**src/include/o8t_consts.vh**
```
// Function
// - Eight-bit up-counter, readable by software anytime
// - Repeat mode: match clears counter, raises event
// - One-shot mode: match clears counter, then stops
// - Halted CPU: no one-shot automatic stop
// - Division select 0..5 gives divide 1..32
// - Clock feed enable bit gates divided clock
// - Writing clear bit forces counter to zero
// - Counter also compared with duty value
// - Run bit starts, stop keeps counter value
// - Run plus clear together: clear, then count
// - PWM high above duty, low after match
// - Match sets flag; enable gates request; W1C, also cleared by a read
//
// Purpose: constants of the 8-bit low-speed-oscillator timer
// Assumes: register indices times four give AXI byte addresses
// Notes: definitions only
`ifndef O8T_CONSTS_VH
`define O8T_CONSTS_VH

`define O8T_ADDR_W 20
`define O8T_IDX_FEED 20'h05065
`define O8T_IDX_CTL 20'h050c0
`define O8T_IDX_CNT 20'h050c1
`define O8T_IDX_CMP 20'h050c2
`define O8T_IDX_IMSK 20'h050c3
`define O8T_IDX_IFLG 20'h050c4
`define O8T_IDX_DUTY 20'h050c5

`define O8T_FEED_EN_BIT 0
`define O8T_FEED_DIV_LSB 1
`define O8T_FEED_DIV_MSB 3
`define O8T_CTL_RUN_BIT 0
`define O8T_CTL_MODE_BIT 1
`define O8T_CTL_CLR_BIT 4
`define O8T_FLAG_BIT 0

`define O8T_DIV_RESET 3'h0
`define O8T_DIV_MAX 3'h5
`define O8T_BYTE_RESET 8'h00
`define O8T_PRE_W 5

`define O8T_RESP_OKAY 2'h0
`define O8T_RESP_SLVERR 2'h2

`endif

```
**src/logic/o8t_timer.v**
```verilog
// Purpose: 8-bit up-counting timer with compare, PWM and interrupt
// Assumes: core_clk 20 MHz; oscillator pin slower than core_clk / 2
// Notes: AXI4-Lite slave; one write and one read in flight at a time
`timescale 1ns/10ps
`default_nettype none
`include "o8t_consts.vh"

module o8t_timer
(
    input wire core_clk,
    input wire resetn,
    input wire low_speed_oscillator,
    input wire cpu_halt,
    input wire [31:0] s_axi_awaddr,
    input wire s_axi_awvalid,
    output reg s_axi_awready,
    input wire [31:0] s_axi_wdata,
    input wire [3:0] s_axi_wstrb,
    input wire s_axi_wvalid,
    output reg s_axi_wready,
    output reg [1:0] s_axi_bresp,
    output reg s_axi_bvalid,
    input wire s_axi_bready,
    input wire [31:0] s_axi_araddr,
    input wire s_axi_arvalid,
    output reg s_axi_arready,
    output reg [31:0] s_axi_rdata,
    output reg [1:0] s_axi_rresp,
    output reg s_axi_rvalid,
    input wire s_axi_rready,
    output reg pwm_output_pin,
    output reg interrupt_request
);

    // ****************************************
    // Oscillator sampling and division
    // ****************************************
    reg osc_s1_reg;
    reg osc_s2_reg;
    reg osc_s3_reg;
    reg [`O8T_PRE_W-1:0] pre_reg;
    reg clock_feed_enable;
    reg [2:0] clock_division_select;
    wire osc_edge;
    wire [`O8T_PRE_W-1:0] div_mask;
    wire count_tick;

    assign osc_edge = osc_s2_reg & ~osc_s3_reg;
    assign div_mask = (5'h01 << clock_division_select) - 5'h01;
    // Reserved division codes give no tick at all
    assign count_tick = osc_edge & clock_feed_enable
        & ((pre_reg & div_mask) == div_mask)
        & (clock_division_select <= `O8T_DIV_MAX);

    always @(posedge core_clk or negedge resetn)
    begin
        if (!resetn)
        begin
            osc_s1_reg <= 1'b0;
            osc_s2_reg <= 1'b0;
            osc_s3_reg <= 1'b0;
            pre_reg <= {`O8T_PRE_W{1'b0}};
        end
        else
        begin
            osc_s1_reg <= low_speed_oscillator;
            osc_s2_reg <= osc_s1_reg;
            osc_s3_reg <= osc_s2_reg;
            // Prescaler idles with the feed off to save power
            if (!clock_feed_enable)
                pre_reg <= {`O8T_PRE_W{1'b0}};
            else if (osc_edge)
                pre_reg <= pre_reg + 5'h01;
        end
    end

    // ****************************************
    // Bus decode
    // ****************************************
    wire [`O8T_ADDR_W-1:0] wr_idx;
    wire [`O8T_ADDR_W-1:0] rd_idx;
    wire wr_fire;
    wire rd_fire;
    wire wr_lane;
    wire [7:0] wb;
    wire wr_feed;
    wire wr_ctl;
    wire wr_cmp;
    wire wr_imsk;
    wire wr_iflg;
    wire wr_duty;
    wire wr_hit;
    wire rd_hit;

    assign wr_idx = s_axi_awaddr[`O8T_ADDR_W+1:2];
    assign rd_idx = s_axi_araddr[`O8T_ADDR_W+1:2];
    assign wr_fire = s_axi_awvalid & s_axi_wvalid & ~s_axi_awready
        & ~s_axi_bvalid;
    assign rd_fire = s_axi_arvalid & ~s_axi_arready & ~s_axi_rvalid;
    assign wr_lane = wr_fire & s_axi_wstrb[0];
    assign wb = s_axi_wdata[7:0];
    assign wr_feed = wr_lane & (wr_idx == `O8T_IDX_FEED);
    assign wr_ctl = wr_lane & (wr_idx == `O8T_IDX_CTL);
    assign wr_cmp = wr_lane & (wr_idx == `O8T_IDX_CMP);
    assign wr_imsk = wr_lane & (wr_idx == `O8T_IDX_IMSK);
    assign wr_iflg = wr_lane & (wr_idx == `O8T_IDX_IFLG);
    assign wr_duty = wr_lane & (wr_idx == `O8T_IDX_DUTY);
    assign wr_hit = (wr_idx == `O8T_IDX_FEED) | (wr_idx == `O8T_IDX_CTL)
        | (wr_idx == `O8T_IDX_CNT) | (wr_idx == `O8T_IDX_CMP)
        | (wr_idx == `O8T_IDX_IMSK) | (wr_idx == `O8T_IDX_IFLG)
        | (wr_idx == `O8T_IDX_DUTY);
    assign rd_hit = (rd_idx == `O8T_IDX_FEED) | (rd_idx == `O8T_IDX_CTL)
        | (rd_idx == `O8T_IDX_CNT) | (rd_idx == `O8T_IDX_CMP)
        | (rd_idx == `O8T_IDX_IMSK) | (rd_idx == `O8T_IDX_IFLG)
        | (rd_idx == `O8T_IDX_DUTY);

    // ****************************************
    // Timer core
    // ****************************************
    reg run_stop_bit;
    reg count_mode_select;
    reg [7:0] counter_value_reg;
    reg [7:0] compare_value_reg;
    reg [7:0] duty_value_reg;
    reg compare_event_enable;
    reg compare_event_flag;
    wire counter_clear;
    wire match;
    wire flag_clear;
    wire flag_next;

    assign counter_clear = wr_ctl & wb[`O8T_CTL_CLR_BIT];
    // Single clock: the count tick is an enable, so controls and
    // counter live in one domain and need no resynchronising
    assign match = count_tick & run_stop_bit & ~counter_clear
        & (counter_value_reg == compare_value_reg);
    assign flag_clear = (wr_iflg & wb[`O8T_FLAG_BIT])
        | (rd_fire & (rd_idx == `O8T_IDX_IFLG));
    // A match in the clearing cycle keeps the flag set
    assign flag_next = match | (compare_event_flag & ~flag_clear);

    // A halted CPU keeps a one-shot count running
    wire oneshot_stop;
    assign oneshot_stop = match & count_mode_select & ~cpu_halt;

    // ****************************************
    // Configuration registers
    // ****************************************
    always @(posedge core_clk or negedge resetn)
    begin
        if (!resetn)
        begin
            clock_feed_enable <= 1'b0;
            clock_division_select <= `O8T_DIV_RESET;
            compare_value_reg <= `O8T_BYTE_RESET;
            duty_value_reg <= `O8T_BYTE_RESET;
            compare_event_enable <= 1'b0;
        end
        else
        begin
            // Counter index is read-only: writes are answered, then dropped
            if (wr_feed)
            begin
                clock_feed_enable <= wb[`O8T_FEED_EN_BIT];
                clock_division_select <=
                    wb[`O8T_FEED_DIV_MSB:`O8T_FEED_DIV_LSB];
            end
            if (wr_cmp)
                compare_value_reg <= wb;
            if (wr_duty)
                duty_value_reg <= wb;
            if (wr_imsk)
                compare_event_enable <= wb[`O8T_FLAG_BIT];
        end
    end

    // ****************************************
    // Run control and counter
    // ****************************************
    always @(posedge core_clk or negedge resetn)
    begin
        if (!resetn)
        begin
            run_stop_bit <= 1'b0;
            count_mode_select <= 1'b0;
            counter_value_reg <= `O8T_BYTE_RESET;
        end
        else
        begin
            // Software write beats the one-shot stop in one cycle
            if (wr_ctl)
            begin
                run_stop_bit <= wb[`O8T_CTL_RUN_BIT];
                count_mode_select <= wb[`O8T_CTL_MODE_BIT];
            end
            else if (oneshot_stop)
                run_stop_bit <= 1'b0;
            // Clear wins over a tick; run from the same write counts
            // from zero on the next tick
            if (counter_clear)
                counter_value_reg <= `O8T_BYTE_RESET;
            else if (match)
                counter_value_reg <= `O8T_BYTE_RESET;
            else if (count_tick & run_stop_bit)
                counter_value_reg <= counter_value_reg + 8'h01;
        end
    end

    // ****************************************
    // Event flag, interrupt and PWM
    // ****************************************
    always @(posedge core_clk or negedge resetn)
    begin
        if (!resetn)
        begin
            compare_event_flag <= 1'b0;
            interrupt_request <= 1'b0;
            pwm_output_pin <= 1'b0;
        end
        else
        begin
            // Counter never passes compare, so duty above it keeps low
            pwm_output_pin <= (counter_value_reg > duty_value_reg);
            compare_event_flag <= flag_next;
            // Irq lags an enable write by one cycle
            interrupt_request <= flag_next & compare_event_enable;
        end
    end

    // ****************************************
    // AXI4-Lite handshake
    // ****************************************
    reg [7:0] rd_byte;

    always @*
    begin
        rd_byte = 8'h00;
        case (rd_idx)
            `O8T_IDX_FEED: rd_byte = {4'h0, clock_division_select,
                clock_feed_enable};
            `O8T_IDX_CTL: rd_byte = {6'h00, count_mode_select,
                run_stop_bit};
            `O8T_IDX_CNT: rd_byte = counter_value_reg;
            `O8T_IDX_CMP: rd_byte = compare_value_reg;
            `O8T_IDX_IMSK: rd_byte = {7'h00, compare_event_enable};
            `O8T_IDX_IFLG: rd_byte = {7'h00, compare_event_flag};
            `O8T_IDX_DUTY: rd_byte = duty_value_reg;
            default: rd_byte = 8'h00;
        endcase
    end

    // ****************************************
    // Write channel
    // ****************************************
    always @(posedge core_clk or negedge resetn)
    begin
        if (!resetn)
        begin
            s_axi_awready <= 1'b0;
            s_axi_wready <= 1'b0;
            s_axi_bvalid <= 1'b0;
            s_axi_bresp <= `O8T_RESP_OKAY;
        end
        else
        begin
            // Ready pulses after the take, so a held valid never re-fires
            s_axi_awready <= wr_fire;
            s_axi_wready <= wr_fire;
            if (wr_fire)
            begin
                s_axi_bvalid <= 1'b1;
                s_axi_bresp <= wr_hit ? `O8T_RESP_OKAY : `O8T_RESP_SLVERR;
            end
            else if (s_axi_bready)
                s_axi_bvalid <= 1'b0;
        end
    end

    // ****************************************
    // Read channel
    // ****************************************
    always @(posedge core_clk or negedge resetn)
    begin
        if (!resetn)
        begin
            s_axi_arready <= 1'b0;
            s_axi_rvalid <= 1'b0;
            s_axi_rresp <= `O8T_RESP_OKAY;
            s_axi_rdata <= 32'h00000000;
        end
        else
        begin
            s_axi_arready <= rd_fire;
            if (rd_fire)
            begin
                // Data is captured at the take and held until rready
                s_axi_rvalid <= 1'b1;
                s_axi_rdata <= {24'h000000, rd_byte};
                s_axi_rresp <= rd_hit ? `O8T_RESP_OKAY : `O8T_RESP_SLVERR;
            end
            else if (s_axi_rready)
                s_axi_rvalid <= 1'b0;
        end
    end

endmodule // o8t_timer
`default_nettype wire

```
**config.mk**
```make
export PLATFORM = sky130hd
export DESIGN_NAME = o8t_timer
export DESIGN_NICKNAME = d
export VERILOG_FILES = /design/src/logic/o8t_timer.v
export VERILOG_INCLUDE_DIRS = /design/src /design/src/include
export SDC_FILE = /design/constraint.sdc
export NUM_CORES = 1
export LEC_CHECK = 0
export ABC_AREA = 1
export BUFFER_PORTS_ARGS = -buffer_cell sky130_fd_sc_hd__buf_4
export CAP_MARGIN = 10
export CORE_ASPECT_RATIO = 0.75
export CORE_MARGIN = 2
export CORE_UTILIZATION = 45
export CTS_BUF_LIST = sky130_fd_sc_hd__clkbuf_4
export DETAILED_ROUTE_END_ITERATION = 16
export PLACE_DENSITY = 0.89
export SLEW_MARGIN = 15
export SYNTH_ARGS = -nofsm -noshare
export SYNTH_HDL_FRONTEND = slang
export SYNTH_SLANG_ARGS = --single-unit
```
**constraint.sdc**
```tcl
create_clock -name core_clk -period 1.7 [get_ports core_clk]
set_input_delay 0.085 -clock core_clk [delete_from_list [all_inputs] [get_ports core_clk]]
set_output_delay 0.085 -clock core_clk [all_outputs]
set_load 0.02 [all_outputs]
```
Word-level counts from Yosys, hierarchy flattened
Cells that the tools add are included.
{"block": "op_classes", "add_sub_neg": 3, "order_cmp": 2, "n_eq_ne": 17, "shifts": 1, "muxes": 14, "bitwise": 49, "reduce_logical": 4}
{"cell": "$eq A20 B15 Y1 const B", "n": 14}
{"cell": "$pmux W8 S7", "n": 1}
{"cell": "$and A1 B1 Y1", "n": 26}
{"cell": "$mux W8", "n": 3}
{"cell": "$or A1 B1 Y1", "n": 14}
{"cell": "$mux W5", "n": 2}
{"cell": "$add A8 B1 Y8 const B", "n": 1}
{"cell": "$eq A8 B8 Y1", "n": 1}
{"cell": "$gt A8 B8 Y1", "n": 1}
{"cell": "$not A1 Y1", "n": 8}
{"cell": "$mux W1", "n": 6}
{"cell": "$reduce_bool A2 Y1", "n": 3}
{"cell": "$add A5 B1 Y5 const B", "n": 1}
{"cell": "$and A5 B5 Y5", "n": 1}
{"cell": "$eq A5 B5 Y1", "n": 1}
{"cell": "$shl A1 B3 Y5 const A", "n": 1}
{"cell": "$sub A5 B1 Y5 const B", "n": 1}
{"cell": "$mux W2", "n": 2}
{"cell": "$le A3 B3 Y1 const B", "n": 1}
{"cell": "$reduce_bool A3 Y1", "n": 1}
{"cell": "$ne A2 B1 Y1 const B", "n": 1}
{"block": "totals", "reg_bits": 58, "inputBits": 109, "output_inout_bits": 43, "wordCells": 112}

Logic depth before layout (Yosys ltp)
{"block": "logic_depth", "ltp_word": 13, "mapped_depth": 13, "ltp_nobuf": 12}

Worst setup path after synthesis
No wires, ideal clock.
{"block": "synth_path", "path_kind": "reg-to-reg", "start": "register clock_division_select[0]", "end": "register counter_value_reg[0]", "setup_ps": 117, "arrival_ps": 1639, "required_time_ps": 1583, "path_slack_ps": -56, "stages_incl_launch_ff": 12, "path_buffers": 1, "synth_period_minus_slack_ps": 1756, "cell_sequence": "dfrtp_1 -> nor2_2 -> nand2_1 -> ha_1 -> inv_1 -> nand3_1 -> a21oi_1 -> nor2_4 -> and2_1 -> buf_6 -> nand3_1 -> nand2_1"}
{"block": "synth_between", "elab_chain_cells": 11, "elab_cells_between_ends": 13, "classes_between": "add/sub: 1; order compare: 1; eq/ne: 1; shift: 1; mux: 2; bitwise: 6; reduce/logical: 1"}
{"item": "start, declared", "line_no": "o8t_timer.v:43", "source": "reg [2:0] clock_division_select;"}
{"item": "start signal, assigned", "line_no": "o8t_timer.v:154", "source": "clock_division_select <= `O8T_DIV_RESET;"}
{"item": "start signal, assigned", "line_no": "o8t_timer.v:165", "source": "clock_division_select <="}
{"item": "$shl A1 B3 Y5", "line_no": "o8t_timer.v:49", "source": "assign div_mask = (5'h01 << clock_division_select) - 5'h01;"}
{"item": "$sub A5 B1 Y5", "line_no": "o8t_timer.v:49"}
{"item": "$and A5 B5 Y5", "line_no": "o8t_timer.v:52", "source": "& ((pre_reg & div_mask) == div_mask)"}
{"item": "$eq A5 B5 Y1", "line_no": "o8t_timer.v:52"}
{"item": "$and A1 B1 Y1", "line_no": "o8t_timer.v:52"}
{"item": "$and A1 B1 Y1 (*)", "line_no": "o8t_timer.v:51", "source": "assign count_tick = osc_edge & clock_feed_enable"}
{"item": "$and A1 B1 Y1 (*)", "line_no": "o8t_timer.v:135, o8t_timer.v:204"}
{"item": "$and A1 B1 Y1", "line_no": "o8t_timer.v:135", "source": "assign match = count_tick & run_stop_bit & ~counter_clear"}
{"item": "$and A1 B1 Y1", "line_no": "o8t_timer.v:136", "source": "& (counter_value_reg == compare_value_reg);"}
{"item": "$mux W8", "line_no": "o8t_timer.v:202", "source": "else if (match)"}
{"item": "$mux W8", "line_no": "o8t_timer.v:200", "source": "if (counter_clear)"}
{"item": "end signal, assigned", "line_no": "o8t_timer.v:201", "source": "counter_value_reg <= `O8T_BYTE_RESET;"}
{"item": "end signal, assigned", "line_no": "o8t_timer.v:203", "source": "counter_value_reg <= `O8T_BYTE_RESET;"}
{"item": "end signal, assigned", "line_no": "o8t_timer.v:205", "source": "counter_value_reg <= counter_value_reg + 8'h01;"}
{"item": "end, declared", "line_no": "o8t_timer.v:122", "source": "reg [7:0] counter_value_reg;"}
Every way passes the cells marked *; elsewhere a longest branch is shown, timed or not.
A chain may end at the register's enable or synchronous reset.

Worst setup path in the final report
{"block": "layout_path", "start": "register clock_division_select[1]", "end": "register counter_value_reg[0]"}
The elaborated chain is that of the path after synthesis.

==> run summary <==
Finished Layout Cells: 699
Clk pin slew, worst setup/hold paths: 0.17 ns
RSZ-0062 raised after global routing: yes
via/cell ratio: 4.99
first-pass GRT wire length: 14400 um
clock share of power: 25.0%
top cells by count, synth: nand2_1, nor2_1, dfrtp_1
Ys Warns: 0
Die ar.: 8820 um2
I/O pin total: 152
initial antenna violation count: 0
largest net degree at the start of global routing: 57
clock latency on the worst-skew pair: 0.38 ns
Total GRT Usage: 20.4%
fin util: 58.1%
CP Class: reg -> reg
Slew headroom: 53.2%
Die W: 108 um
P_int: 1720 uW
nets@finish: 713
reg-to-reg endpoint: counter_value_reg[0]
failing checks: setup timing
Syn Inst Count: 490
port bufs: 74
f_max: 535 MHz
net switching power: 691 uW
number of diodes: 0
fill count: 703
Max FO, Critical Path: 8
routability cong.: 0.914
Slew Viols, Final: 0
CTS buffer count: 5
ANT nets after route: 0
Seq pwr share: 57.4%
Setup Viol. Count Final: 11
IR drop worst, VDD: 0.358 mV
PwrDens: 529 nW/um2
share of the synthesized area in the top cell type: 38.5%
grt total ovfl: 0
Leakage: 0.00244 uW
via count: 3489
Seq/Total Area, Yosys: 38.5%
die height: 81.8 um
fin crit share: 110%
drc violations: 0
HP Start: s_axi_wdata[3]
CTS tree: yes
clk_skew: 0.0194 ns
Yosys top cell by area: dfrtp_1
root buffer cell: clkbuf_4
top cells by area, synth: dfrtp_1, nand2_1, nor2_1, nand3_1, buf_4
Crit path arrival time: 2.21 ns
MaxCap Viol Count: 0
Worst Hold Path EP: duty_value_reg[3]
Yosys reg bits: 56
Crit. End Element: flip-flop
wirelength, routed: 8920 um
Initial Utilization: 46.3%
commonest register cell after synthesis: dfrtp_1
CTS max path bufs: 2
worst slew pin tran: 0.702 ns
Worst Reg-to-Reg Cells: 12
Iter 0 DRT Violations: 191
mean area per synthesized cell: 7.42 um2
Post-synth ARST share: 100%
post-synth cell types: 34
Hold Crit Depth: 3
vias in the first global route: 3225
CTS H-tree depth: 2
CP Launch Type: flip-flop
Post-synth EDFFs: 0
Combinational Power Share: 17.7%
PnR worst setup slack: -0.170 ns
RR Startpoint: clock_division_select[1]
hpwl dp: 6890 um
1st-pass router iterations: 5
switching share of power: 28.7%
Tmin final: 1.87 ns
total chip power: 2410 uW
worst endpoint required time: 2.04 ns
Syn Std Cell Area: 3640 um2
floorplan core area: 7850 um2
final hold violation count: 0
row cnt: 28
Hold Path Class: in -> reg
routed len/inst: 12.8 um
Sink Count: 56
top-count cell post-synth: nand2_1
status: finished with violations
synth-to-layout area growth: 25.3%
R2R Setup Slk: -0.17 ns
placed cells: 676
share of layout cells above drive strength 1: 24.6%
[cell families (layout without fill, tap and decap cells)]
kind of cell / after synthesis / count (layout) / share of synthesized area [%]
AO/OA/AOI/OAI: 52 / 52 / 8.81
XOR/XNOR: 11 / 11 / 2.65
adder cells (fa/ha/maj): 11 / 11 / 3.79
buffers and inverters: 95 / 174 / 13.4
flip-flops: 56 / 56 / 38.5
other: 1 / 26 / 0.103
AND/OR/NAND/NOR: 264 / 264 / 32.8
[metrics by stage]
step | setup slack, ns | area (um2) | hold WS [ns] | TNS, ns
after floorplan | -0.0377 | 3740 | -0.211 | -0.299
after CTS | -0.131 | 4490 | 0.00557 | -1.18
final | -0.170 | 4560 | 0.0114 | -1.60
after detailed placement | -0.133 | 4310 | 0.176 | -1.17
after global routing | -0.281 | 4560 | 0.00690 | -2.78
after global placement | -0.0772 | 4310 | 0.167 | -0.625
[power by group through the flow]
stage	clock, uW	sequential (uW)	combinational, uW
global route	662	1390	469
finish	602	1380	426
detailed placement	0	1410	407
CTS	609	1380	426
global placement	0	1410	397
floorplan	0	1440	199
[cells in the final DEF, fill, tap and decap left out, types with 14 or more instances in the layout]
cell type / netlist / routed
nand2_1: 116 / 115
nand4_1: 16 / 16
o21ai_0: 17 / 17
buf_4: 27 / 94
conb_1: 1 / 26
inv_1: 53 / 53
nor2_1: 66 / 65
dfrtp_1: 56 / 56
nand3_1: 43 / 41
a21oi_1: 17 / 14
[what timing repair did]
action                                 4_1_cts  5_1_grt
setup buffers                                2        3
pin swaps                                    0        6
resized for setup                            1       10
hold buffers                                10        0
endpoints found under the hold margin       70        0
setup endpoints to repair                   11       20
[metal layers]
metal	routed length (um)	share of wire [%]	up-vias	track usage, %
met2	4200	47	157	36.0
met1	3880	43	1591	26.3
met3	710	8.0	16	3.73
li1	-	-	1725	-
met5	0	0	-	0
met4	129	1.4	0	4.49
[layout make-up]
cell class | count | area [um2] | area share (%)
clock buffers | 6 | 45.0 | 0.988
multi-input cells | 364 | 1890 | 41.5
flip-flops and latches | 56 | 1400 | 30.8
well taps | 105 | 131 | 2.88
clock inverters | 2 | 16.3 | 0.357
repair buffers | 107 | 852 | 18.7
inverters | 59 | 221 | 4.86
[how the worst max path moves through the flow]
| stage | from | slack, ns | cells past startpoint | to |
|---|---|---|---|---|
| 6_report | clock_division_select[1] | -0.17 | 12 | counter_value_reg[0] |
| 5_1_grt | clock_division_select[1] | -0.28 | 12 | counter_value_reg[6] |
| 3_5_place_dp | clock_division_select[1] | -0.13 | 13 | counter_value_reg[2] |
| 3_3_place_gp | clock_division_select[1] | -0.08 | 13 | counter_value_reg[3] |
| 2_1_floorplan | clock_division_select[1] | -0.04 | 13 | counter_value_reg[2] |
| 4_1_cts | clock_division_select[1] | -0.13 | 11 | interrupt_request |
[critical path: stages, from the launching register on]
cell	delay, ns
dfrtp_1	0.44
nor2_2	0.14
nand2_2	0.09
ha_4	0.27
nor2_2	0.04
nor2_1	0.08
nand2_1	0.05
nor2_1	0.09
nand2_1	0.10
nor2_4	0.16
and2_4	0.22
nand3_1	0.09
nand2_1	0.06
No activity file was read; power rests on OpenSTA's default activity.
